--- src/design/slc_pkg.sv ---
package slc_pkg;

    localparam int SLC_BYTE_W = 8;
    localparam int SLC_SYNC_STAGES = 2;
    localparam logic [3:0] SLC_BIT_LAST = 4'h7;
    localparam logic [3:0] SLC_BIT_ZERO = 4'h0;
    localparam logic SLC_LINE_IDLE = 1'b1;

    typedef enum logic [1:0]
    {
        SLC_TX_IDLE = 2'b00,
        SLC_TX_LOAD = 2'b01,
        SLC_TX_SHIFT = 2'b10
    } slc_tx_state_t;

    typedef enum logic
    {
        SLC_CODE_NRZ = 1'b0,
        SLC_CODE_MANCH = 1'b1
    } slc_code_t;

    typedef struct packed
    {
        logic valid;
        logic [SLC_BYTE_W-1:0] data;
    } slc_byte_t;

endpackage

--- src/design/slc_edge_sync.sv ---
module slc_edge_sync
    import slc_pkg::*;
(
    input wire logic clk_i,
    input wire logic rst_i,
    input wire logic async_i,
    output logic level_o,
    output logic rise_o,
    output logic fall_o
);
    logic [SLC_SYNC_STAGES-1:0] sync_q;
    logic last_q;

    // The first stage feeds only the second stage to keep metastability contained.
    always_ff @(posedge clk_i or posedge rst_i)
    begin
        if (rst_i)
        begin
            sync_q <= '1;
            last_q <= 1'b1;
        end
        else
        begin
            sync_q <= {sync_q[SLC_SYNC_STAGES-2:0], async_i};
            last_q <= sync_q[SLC_SYNC_STAGES-1];
        end
    end

    assign level_o = sync_q[SLC_SYNC_STAGES-1];
    assign rise_o = level_o & ~last_q;
    assign fall_o = ~level_o & last_q;
endmodule

--- src/design/slc_line_coder.sv ---
// Contract
// - Load byte, shift one bit per clock.
// - NRZ output changes on transmit clock fall.
// - Receive samples on receive clock fall.
// - Receive sample lands in second half.
// - Setup field selects NRZ or Manchester.
// - Manchester sends complement, then true bit.
// - Manchester centre aligns with clock rise.
// - Receive path is always plain NRZ.
// - Line returns high after last cell.
module slc_line_coder
    import slc_pkg::*;
(
    input wire logic clk_i,
    input wire logic rst_i,
    input wire logic line_code_select_i,
    input wire logic setup_strobe_i,
    input wire slc_pkg::slc_byte_t tx_byte_i,
    output logic tx_ready_o,
    output logic tx_busy_o,
    input wire logic transmit_bit_clock_i,
    output logic tx_data_o,
    input wire logic receive_bit_clock_i,
    input wire logic rx_data_i,
    output slc_pkg::slc_byte_t rx_byte_o,
    output logic code_manch_o
);
    import slc_pkg::*;

    ////////////////////////////////////////////////////////////////////////////////
    logic txc_fall;
    logic txc_rise;
    logic rxc_fall;
    logic rxd_level;

    slc_edge_sync u_txc_sync
    (
        .clk_i(clk_i),
        .rst_i(rst_i),
        .async_i(transmit_bit_clock_i),
        .level_o(),
        .rise_o(txc_rise),
        .fall_o(txc_fall)
    );

    slc_edge_sync u_rxc_sync
    (
        .clk_i(clk_i),
        .rst_i(rst_i),
        .async_i(receive_bit_clock_i),
        .level_o(),
        .rise_o(),
        .fall_o(rxc_fall)
    );

    // Data goes through the same depth as its clock so the fall edge sees aligned data.
    slc_edge_sync u_rxd_sync
    (
        .clk_i(clk_i),
        .rst_i(rst_i),
        .async_i(rx_data_i),
        .level_o(rxd_level),
        .rise_o(),
        .fall_o()
    );

    ////////////////////////////////////////////////////////////////////////////////
    slc_code_t code_q;

    // The mode is only taken on a setup strobe and not mid-byte, to avoid a torn symbol.
    always_ff @(posedge clk_i or posedge rst_i)
    begin
        if (rst_i)
        begin
            code_q <= SLC_CODE_NRZ;
        end
        else if (setup_strobe_i && !tx_busy_o)
        begin
            code_q <= slc_code_t'(line_code_select_i);
        end
    end

    assign code_manch_o = (code_q == SLC_CODE_MANCH);

    ////////////////////////////////////////////////////////////////////////////////
    slc_tx_state_t state_q;
    logic [SLC_BYTE_W-1:0] shift_q;
    logic [SLC_BYTE_W-1:0] pend_q;
    logic pend_valid_q;
    logic [3:0] bit_q;
    logic tx_q;
    logic load_now;

    // A byte leaves the holding slot only when its first cell starts, so that a byte
    // offered meanwhile cannot overwrite it before it is on the line.
    assign load_now = txc_fall && ((state_q == SLC_TX_LOAD)
        || ((state_q == SLC_TX_SHIFT) && (bit_q == SLC_BIT_LAST) && pend_valid_q));

    // First half of a cell: the complement in Manchester, the bit itself in NRZ.
    function automatic logic cell_open(input logic manch, input logic b);
        return manch ? ~b : b;
    endfunction

    assign tx_ready_o = !pend_valid_q;
    assign tx_busy_o = (state_q != SLC_TX_IDLE) || pend_valid_q;

    // One byte of holding lets the source refill while the current byte shifts.
    always_ff @(posedge clk_i or posedge rst_i)
    begin
        if (rst_i)
        begin
            pend_q <= '0;
            pend_valid_q <= 1'b0;
        end
        else if (tx_byte_i.valid && !pend_valid_q)
        begin
            pend_q <= tx_byte_i.data;
            pend_valid_q <= 1'b1;
        end
        else if (load_now)
        begin
            pend_valid_q <= 1'b0;
        end
    end

    // Each bit cell starts at a transmit clock fall; in Manchester the cell's first half
    // is the complement and the rise marks the centre, where the true value appears.
    always_ff @(posedge clk_i or posedge rst_i)
    begin
        if (rst_i)
        begin
            state_q <= SLC_TX_IDLE;
            shift_q <= '0;
            bit_q <= SLC_BIT_ZERO;
            tx_q <= SLC_LINE_IDLE;
        end
        else
        begin
            case (state_q)
                SLC_TX_IDLE:
                begin
                    if (pend_valid_q)
                    begin
                        state_q <= SLC_TX_LOAD;
                    end
                    else if (txc_fall)
                    begin
                        tx_q <= SLC_LINE_IDLE;
                    end
                end
                SLC_TX_LOAD:
                begin
                    if (txc_fall)
                    begin
                        shift_q <= pend_q;
                        bit_q <= SLC_BIT_ZERO;
                        tx_q <= cell_open(code_manch_o, pend_q[0]);
                        state_q <= SLC_TX_SHIFT;
                    end
                end
                SLC_TX_SHIFT:
                begin
                    if (txc_rise && code_manch_o)
                    begin
                        tx_q <= shift_q[0];
                    end
                    else if (txc_fall)
                    begin
                        if (bit_q == SLC_BIT_LAST)
                        begin
                            if (pend_valid_q)
                            begin
                                shift_q <= pend_q;
                                bit_q <= SLC_BIT_ZERO;
                                // The next byte starts in the very next cell, with no idle gap.
                                tx_q <= cell_open(code_manch_o, pend_q[0]);
                                state_q <= SLC_TX_SHIFT;
                            end
                            else
                            begin
                                tx_q <= SLC_LINE_IDLE;
                                state_q <= SLC_TX_IDLE;
                            end
                        end
                        else
                        begin
                            shift_q <= {1'b0, shift_q[SLC_BYTE_W-1:1]};
                            bit_q <= bit_q + 4'h1;
                            tx_q <= cell_open(code_manch_o, shift_q[1]);
                        end
                    end
                end
                default:
                begin
                    state_q <= SLC_TX_IDLE;
                end
            endcase
        end
    end

    assign tx_data_o = tx_q;

    ////////////////////////////////////////////////////////////////////////////////
    logic [SLC_BYTE_W-1:0] rx_shift_q;
    logic [3:0] rx_cnt_q;
    slc_byte_t rx_q;

    // No Manchester decoding here: an external one-shot must supply a clean clock.
    always_ff @(posedge clk_i or posedge rst_i)
    begin
        if (rst_i)
        begin
            rx_shift_q <= '0;
            rx_cnt_q <= SLC_BIT_ZERO;
            rx_q <= '0;
        end
        else
        begin
            rx_q.valid <= 1'b0;
            if (rxc_fall)
            begin
                rx_shift_q <= {rxd_level, rx_shift_q[SLC_BYTE_W-1:1]};
                if (rx_cnt_q == SLC_BIT_LAST)
                begin
                    rx_cnt_q <= SLC_BIT_ZERO;
                    rx_q.valid <= 1'b1;
                    rx_q.data <= {rxd_level, rx_shift_q[SLC_BYTE_W-1:1]};
                end
                else
                begin
                    rx_cnt_q <= rx_cnt_q + 4'h1;
                end
            end
        end
    end

    assign rx_byte_o = rx_q;
endmodule

--- config.mk ---
export PLATFORM = sky130hd
export DESIGN_NAME = slc_line_coder
export DESIGN_NICKNAME = d
export VERILOG_FILES = /design/src/design/slc_pkg.sv /design/src/design/slc_edge_sync.sv /design/src/design/slc_line_coder.sv
export SDC_FILE = /design/constraint.sdc
export NUM_CORES = 1
export LEC_CHECK = 0
export ABC_AREA = 0
export BUFFER_PORTS_ARGS = -buffer_cell sky130_fd_sc_hd__buf_4
export CAP_MARGIN = 0
export CORE_MARGIN = 8
export CORE_UTILIZATION = 56
export DETAILED_ROUTE_END_ITERATION = 12
export PLACE_DENSITY = 0.83
export SYNTH_ARGS = -nofsm -noshare
export SYNTH_HDL_FRONTEND = slang
export SYNTH_SLANG_ARGS = --single-unit
--- constraint.sdc ---
create_clock -name clk_i -period 2.4 [get_ports clk_i]
set_clock_uncertainty 0.15 [all_clocks]
set_input_delay 0.36 -clock clk_i [delete_from_list [all_inputs] [get_ports clk_i]]
set_output_delay 0.36 -clock clk_i [all_outputs]
set_load 0.1 [all_outputs]
==> impl_metrics.tcl, run 1 <==
set metrics [dict create \
    cts-root-buf "clkbuf_8" \
    placed_cell_area_mm2 0.00256 \
    n_fill_cell 292 \
    finalCritPeriodShare_pct 84.4 \
    antenna_found_initial 0 \
    drv_cap 0 \
    drt_iter0_markers 88 \
    grt_max_degree 38 \
    postCtsSetupBuffers 0 \
    syn_to_final_growth_pct 20.3 \
    fmax_ghz 0.494 \
    start_util_pct 57.4 \
    final_common_cell "dfrtp_1" \
    gp_congestion 0.907 \
    routed_wl_um 4110 \
    grt_use_met3_pct 3.72 \
    layout.cells.non_filler 272 \
    r2r_start "state_q[0]$_DFFE_PP0P_" \
    diodes 0 \
    syn_area_per_cell_um2 12.4 \
    slew-limit-headroom_pct 50.8 \
    hold_path.class "primary input to asynchronous set/reset pin" \
    first_global_vias 1568 \
    final_layout_size_suffix_gt1_share_pct 37.4 \
    hold_viol_final 0 \
    pin_count 29 \
    setup_viol_count_final 0 \
    rr_endpoint "bit_q[3]$_DFFE_PP0P_" \
    fp.dieW_um 79.6 \
    tightest_slew_ns 0.736 \
    fin_crit_ns 2.03 \
    die_area_mm2 0.00633 \
    synth_cells 183 \
    cts_tree "done" \
    finalInstanceArea_mm2 0.00273 \
    endpoint_kind "register" \
    core_mm2 0.00394 \
    yosysWarnings 0 \
    cp_max_fo 14 \
    synth-edff-count 0 \
    netlist_area_mm2 0.00226 \
    setup_tns_ns 0 \
    power_density_mw_per_mm2 1460 \
    ys.flop_type "dfrtp_1" \
    cts.path.max_buffers 2 \
    synthArstFlopShare_pct 100 \
    maxSlewViolCount 0 \
    numClockSinks 53 \
    cts_made_buffers 5 \
    outcome "completed" \
    syn-num-nets 204 \
    path_class "register to register" \
    layout_common_cells "dfrtp_1, buf_4, mux2_2" \
    synth.distinct_cells 34 \
    placed_cells 261 \
    globalRouteMet1Util_pct 16.6 \
    rows 23 \
    seq_area_frac_synth_pct 59.1 \
    path_cells "inv_1, ha_1, nand2_1, o41ai_1" \
    io_buffer_count 28 \
    dpl.hpwl_um 3020 \
    insertion_delay_ns 0.30 \
    crit_required_ns 2.45 \
    grt_first_pass_wirelength_um 7070 \
    vias_per_cell 5.49 \
    gr-total-overflow 0 \
    clk_pin_slew_ns 0.09 \
    peakVddDrop_mv 0.965 \
    r2r_cells 4 \
    regToRegSetupSlack_ns 0.37 \
    dr.pass1.iters 4 \
    yosysTopAreaCellShare_pct 48.6 \
    grt_usage_pct 14.0 \
    power_leakage_nw 1.26 \
    p_total_mw 3.99 \
    num-nets-final 242 \
    slowest_delay_ns 0.43 \
    cp.arrival_ns 2.07 \
    top_usage_layer "met2" \
    start_kind "register" \
    ys_seq_elements 53 \
    postRouteAntennaNets 0 \
    drc 0 \
    rsz0062_at_grt "no" \
    via_count 1494 \
    synth_area_leaders "dfrtp_1, mux2_2, dfstp_2" \
    wl_per_cell_um 15.1 \
    cp_slowest_cell "dfrtp_1" \
    met2_usage_pct 23.8 \
    synth.largest_area_cell "dfrtp_1" \
    die_height_um 79.6 \
    cts_max_level 2 \
]
[power breakdown]
group	switching (mW)	internal [mW]
registers	0.251	1.24
logic	1.18	0.635
clock network	0.275	0.414
total	1.70	2.29
[worst max path at each step]
stage                                        start                        to  slack [ns]  cells after the start
after global routing        state_q[0]$_DFFE_PP0P_    shift_q[6]$_DFFE_PP0P_        0.23                      5
after detailed placement    state_q[0]$_DFFE_PP0P_      bit_q[3]$_DFFE_PP0P_        0.41                      4
after floorplan           code_manch_o$_DFFE_PP0P_     tx_data_o$_DFFE_PP1P_        0.15                      5
after global placement      state_q[0]$_DFFE_PP0P_      bit_q[3]$_DFFE_PP0P_        0.46                      4
final                       state_q[0]$_DFFE_PP0P_      bit_q[3]$_DFFE_PP0P_        0.37                      4
after CTS                  rx_cnt_q[1]$_DFFE_PP0P_  rx_byte_o[2]$_DFFE_PP0P_        0.36                      5
[area by class of cell]
type	count	area, um^2	area share, %
flip-flops and latches	53	1340	49.1
inverters	6	26.3	0.964
well taps	50	62.6	2.30
clock buffers	5	68.8	2.53
clock inverters	3	65.1	2.39
multi-input cells	118	880	32.3
repair buffers	37	285	10.5
[flip-flops by register name (all words and copies together), names as in the netlist]
| register | flops |
|---|---|
| rx_byte_o | 9 |
| pend_q | 8 |
| shift_q | 8 |
| rx_shift_q | 7 |
| bit_q | 4 |
| rx_cnt_q | 4 |
| state_q | 2 |
| u_rxc_sync.sync_q | 2 |
| u_rxd_sync.sync_q | 2 |
| u_txc_sync.sync_q | 2 |
| code_manch_o | 1 |
| pend_valid_q | 1 |
| tx_data_o | 1 |
| u_rxc_sync.last_q | 1 |
| u_txc_sync.last_q | 1 |
[cell families (layout without fill, tap and decap cells)]
family | after synthesis | in the layout | share of synthesized area [%]
compound gates | 33 | 33 | 8.67
xor+xnor | 1 | 1 | 0.387
fa+ha+maj | 5 | 5 | 2.76
buf+inv | 12 | 51 | 2.21
flops | 53 | 53 | 59.1
mux | 33 | 33 | 16.1
simple gates | 46 | 46 | 10.8
[stage by stage]
stage / worst slack (ns) / utilization (%) / hold slack (ns)
6_report: 0.375 / 69.1 / 0.0369
5_1_grt: 0.231 / 69.1 / 0.0936
4_1_cts: 0.358 / 69.1 / 0.0528
3_5_place_dp: 0.413 / 65.0 / 0.197
3_3_place_gp: 0.464 / 65.0 / 0.195
2_1_floorplan: 0.152 / - / 0.195
[metal layers]
layer  wire, um  vias up
met3        148        5
met4         48        0
met5          0        -
met1       1780      744
met2       2130       21
li1           -      724
[worst max-delay path: cells and delay by family, from the launching register on]
| kind | cells | cell delay [ns] |
|---|---|---|
| adders and majority gates | 1 | 0.43 |
| and+or+nand+nor | 1 | 0.38 |
| AOI/OAI and AO/OA | 1 | 0.42 |
| DFF | 1 | 0.43 |
| buffers and inverters | 1 | 0.12 |
[cells in the mapped netlist, drive strengths merged (2+ instances only)]
cell type / number
a21o: 2
a21oi: 7
buf: 4
clkbuf: 2
dfrtp: 44
dfstp: 9
ha: 5
inv: 6
mux2: 27
mux2i: 6
nand2: 18
nand2b: 2
nand3: 3
nand3b: 3
nand4: 3
nor2: 3
nor2b: 5
nor3: 4
nor3b: 2
o21ai: 16
[repair_timing]
item	in CTS	in global routing
hold buffers	3	0
hold endpoints to repair	3	0
resized for setup	0	0
setup endpoints to repair	0	0
(Power assumes the default switching activity.)
==> run 2, diff against run 1 <==
==> constraint.sdc (replaced) <==
create_clock -name clk_i -period 2.05 [get_ports clk_i]
set_clock_uncertainty 0.15 [all_clocks]
set_input_delay 0.3075 -clock clk_i [delete_from_list [all_inputs] [get_ports clk_i]]
set_output_delay 0.3075 -clock clk_i [all_outputs]
set_load 0.1 [all_outputs]
==> run 2 against run 1 <==
  * Worst hold slack better by 0.053 ns
  * Power is 12% higher
  * Non-clock buffer count is 1 higher
  * Cell area is 0.55% lower
  * Combinational power is 19% higher
  * Register-to-register slack worse by 0.28 ns
  * Maximum frequency is 3.8% higher
  * Worst setup slack worse by 0.28 ns
  * Final cell count is 0.37% higher
  * Sequential share of layout area is 0.32 points higher
  * Via count is 0.40% higher
  * Routed wire length is 2.9% lower
  * Critical endpoint is now tx_data_o$_DFFE_PP1P_
==> impl_metrics.tcl, run 2 (synthesized netlist as in run 1, its figures left out) <==
set metrics [dict create \
    placed_cell_area_mm2 0.00258 \
    postCtsSetupBuffers 0 \
    layout_common_cells "dfrtp_1, buf_4, mux2_2" \
    fp.dieW_um 79.6 \
    gp_congestion 0.904 \
    syn_to_final_growth_pct 19.7 \
    num-nets-final 243 \
    fmax_ghz 0.513 \
    via_count 1500 \
    routed_wl_um 3990 \
    path_buf_inv 0 \
    fin_crit_ns 1.95 \
    power_density_mw_per_mm2 1650 \
    die_area_mm2 0.00633 \
    first_global_vias 1536 \
    cts-root-buf "clkbuf_8" \
    dr.pass1.iters 4 \
    final_layout_size_suffix_gt1_share_pct 36.8 \
    cts_max_level 2 \
    postRouteAntennaNets 0 \
    insertion_delay_ns 0.29 \
    grt_first_pass_wirelength_um 6710 \
    path_depth 6 \
    slowest_delay_ns 0.41 \
    maxSlewViolCount 0 \
    fin_hold_ws_ns 0.0900 \
    peakVddDrop_mv 1.08 \
    outcome "completed" \
    numClockSinks 53 \
    die_height_um 79.6 \
    setup_tns_ns 0 \
    grt_max_degree 32 \
    dpl.hpwl_um 2860 \
    dp_slack_ns 0.128 \
    start_util_pct 57.4 \
    drc 0 \
    drv_cap 0 \
    finalCritPeriodShare_pct 95.1 \
    largest_reg_flops 9 \
    n_fill_cell 286 \
    core_mm2 0.00394 \
    cts_tree "done" \
    r2r_cells 6 \
    clk_pin_slew_ns 0.08 \
    gr-total-overflow 0 \
    rows 23 \
    tightest_slew_ns 0.495 \
    ctsHoldBuffers 4 \
    endpoint_kind "register" \
    setup_ws_ns 0.0994 \
    io_buffer_count 28 \
    start_kind "register" \
    drt_iter0_markers 110 \
    fin_util_pct 68.7 \
    whs_path_depth 2 \
    diodes 0 \
    final_common_cell "dfrtp_1" \
    finalInstanceArea_mm2 0.00271 \
    setup_viol_count_final 0 \
    hold_viol_final 0 \
    crit_required_ns 2.13 \
    power_leakage_nw 1.26 \
    cts_made_buffers 5 \
    path_cells "ha_1, and3b_4, a31oi_1, o22ai_1, a211o_1, mux2_2" \
    cp_slowest_cell "dfrtp_1" \
    hold_path.class "primary input to register" \
    cts_resized 0 \
    rsz0062_at_grt "no" \
    cp_max_fo 5 \
    cp_top_family "compound AO/OA/AOI/OAI gates" \
    vias_per_cell 5.49 \
    grt_usage_pct 13.3 \
    cp.arrival_ns 2.03 \
    path_class "register to register" \
    cts.path.max_buffers 2 \
    slew-limit-headroom_pct 66.9 \
    antenna_found_initial 0 \
    pin_count 29 \
    wl_per_cell_um 14.6 \
]
-- run 2: worst reg2reg max path: cells and delay by family, from the launching register on --
kind	cells	cell delay (ns)
DFF	1	0.41
AOI/OAI and AO/OA	3	0.59
muxes	1	0.26
adders and majority gates	1	0.25
and+or+nand+nor	1	0.22
-- run 2: metrics by stage --
stage / instances / power [mW]
global route: 273 / 4.73
CTS: 273 / 4.51
detailed placement: 261 / 3.91
finish: 273 / 4.47
global placement: 261 / 3.86
floorplan: 183 / 3.43
-- run 2: worst paths after layout --
check,start,end,slack (ns)
worst max-delay path,bit_q[0]$_DFFE_PP0P_,tx_data_o$_DFFE_PP1P_,0.1
worst min-delay path,tx_byte_i[1],pend_q[1]$_DFFE_PP0P_,0.09
worst max register to register,bit_q[0]$_DFFE_PP0P_,tx_data_o$_DFFE_PP1P_,0.1
worst min register to register,u_rxc_sync.sync_q[0]$_DFF_PP1_,u_rxc_sync.sync_q[1]$_DFF_PP1_,0.21
max in group asynchronous,rst_i,u_rxd_sync.sync_q[0]$_DFF_PP1_,0.71
min in group asynchronous,rst_i,state_q[1]$_DFFE_PP0P_,0.45
-- run 2: cell type report --
cell class | instances | area, um^2 | share of cell area, %
Multi-Input combinational cell | 118 | 885 | 32.6
Timing Repair Buffer | 38 | 308 | 11.4
Tap cell | 50 | 62.6 | 2.31
Inverter | 6 | 26.3 | 0.970
Sequential cell | 53 | 1340 | 49.4
Clock buffer | 8 | 90.1 | 3.32
-- run 2: metal layers --
metal	routed length (um)	part of all wire, %	track usage [%]	vias up
met5	0	0	0	-
met1	1810	45	15.6	723
met3	221	5.5	4.73	8
li1	-	-	-	727
met2	1870	47	21.0	42
met4	86	2.2	7.04	0
-- run 2: report_power, final --
| group | switching [mW] | leakage (nW) | internal, mW | total, mW |
|---|---|---|---|---|
| registers | 0.290 | 0.641 | 1.45 | 1.74 |
| clock network | 0.302 | 0.0455 | 0.276 | 0.578 |
| logic | 1.39 | 0.571 | 0.761 | 2.15 |
| total | 1.98 | 1.26 | 2.49 | 4.47 |
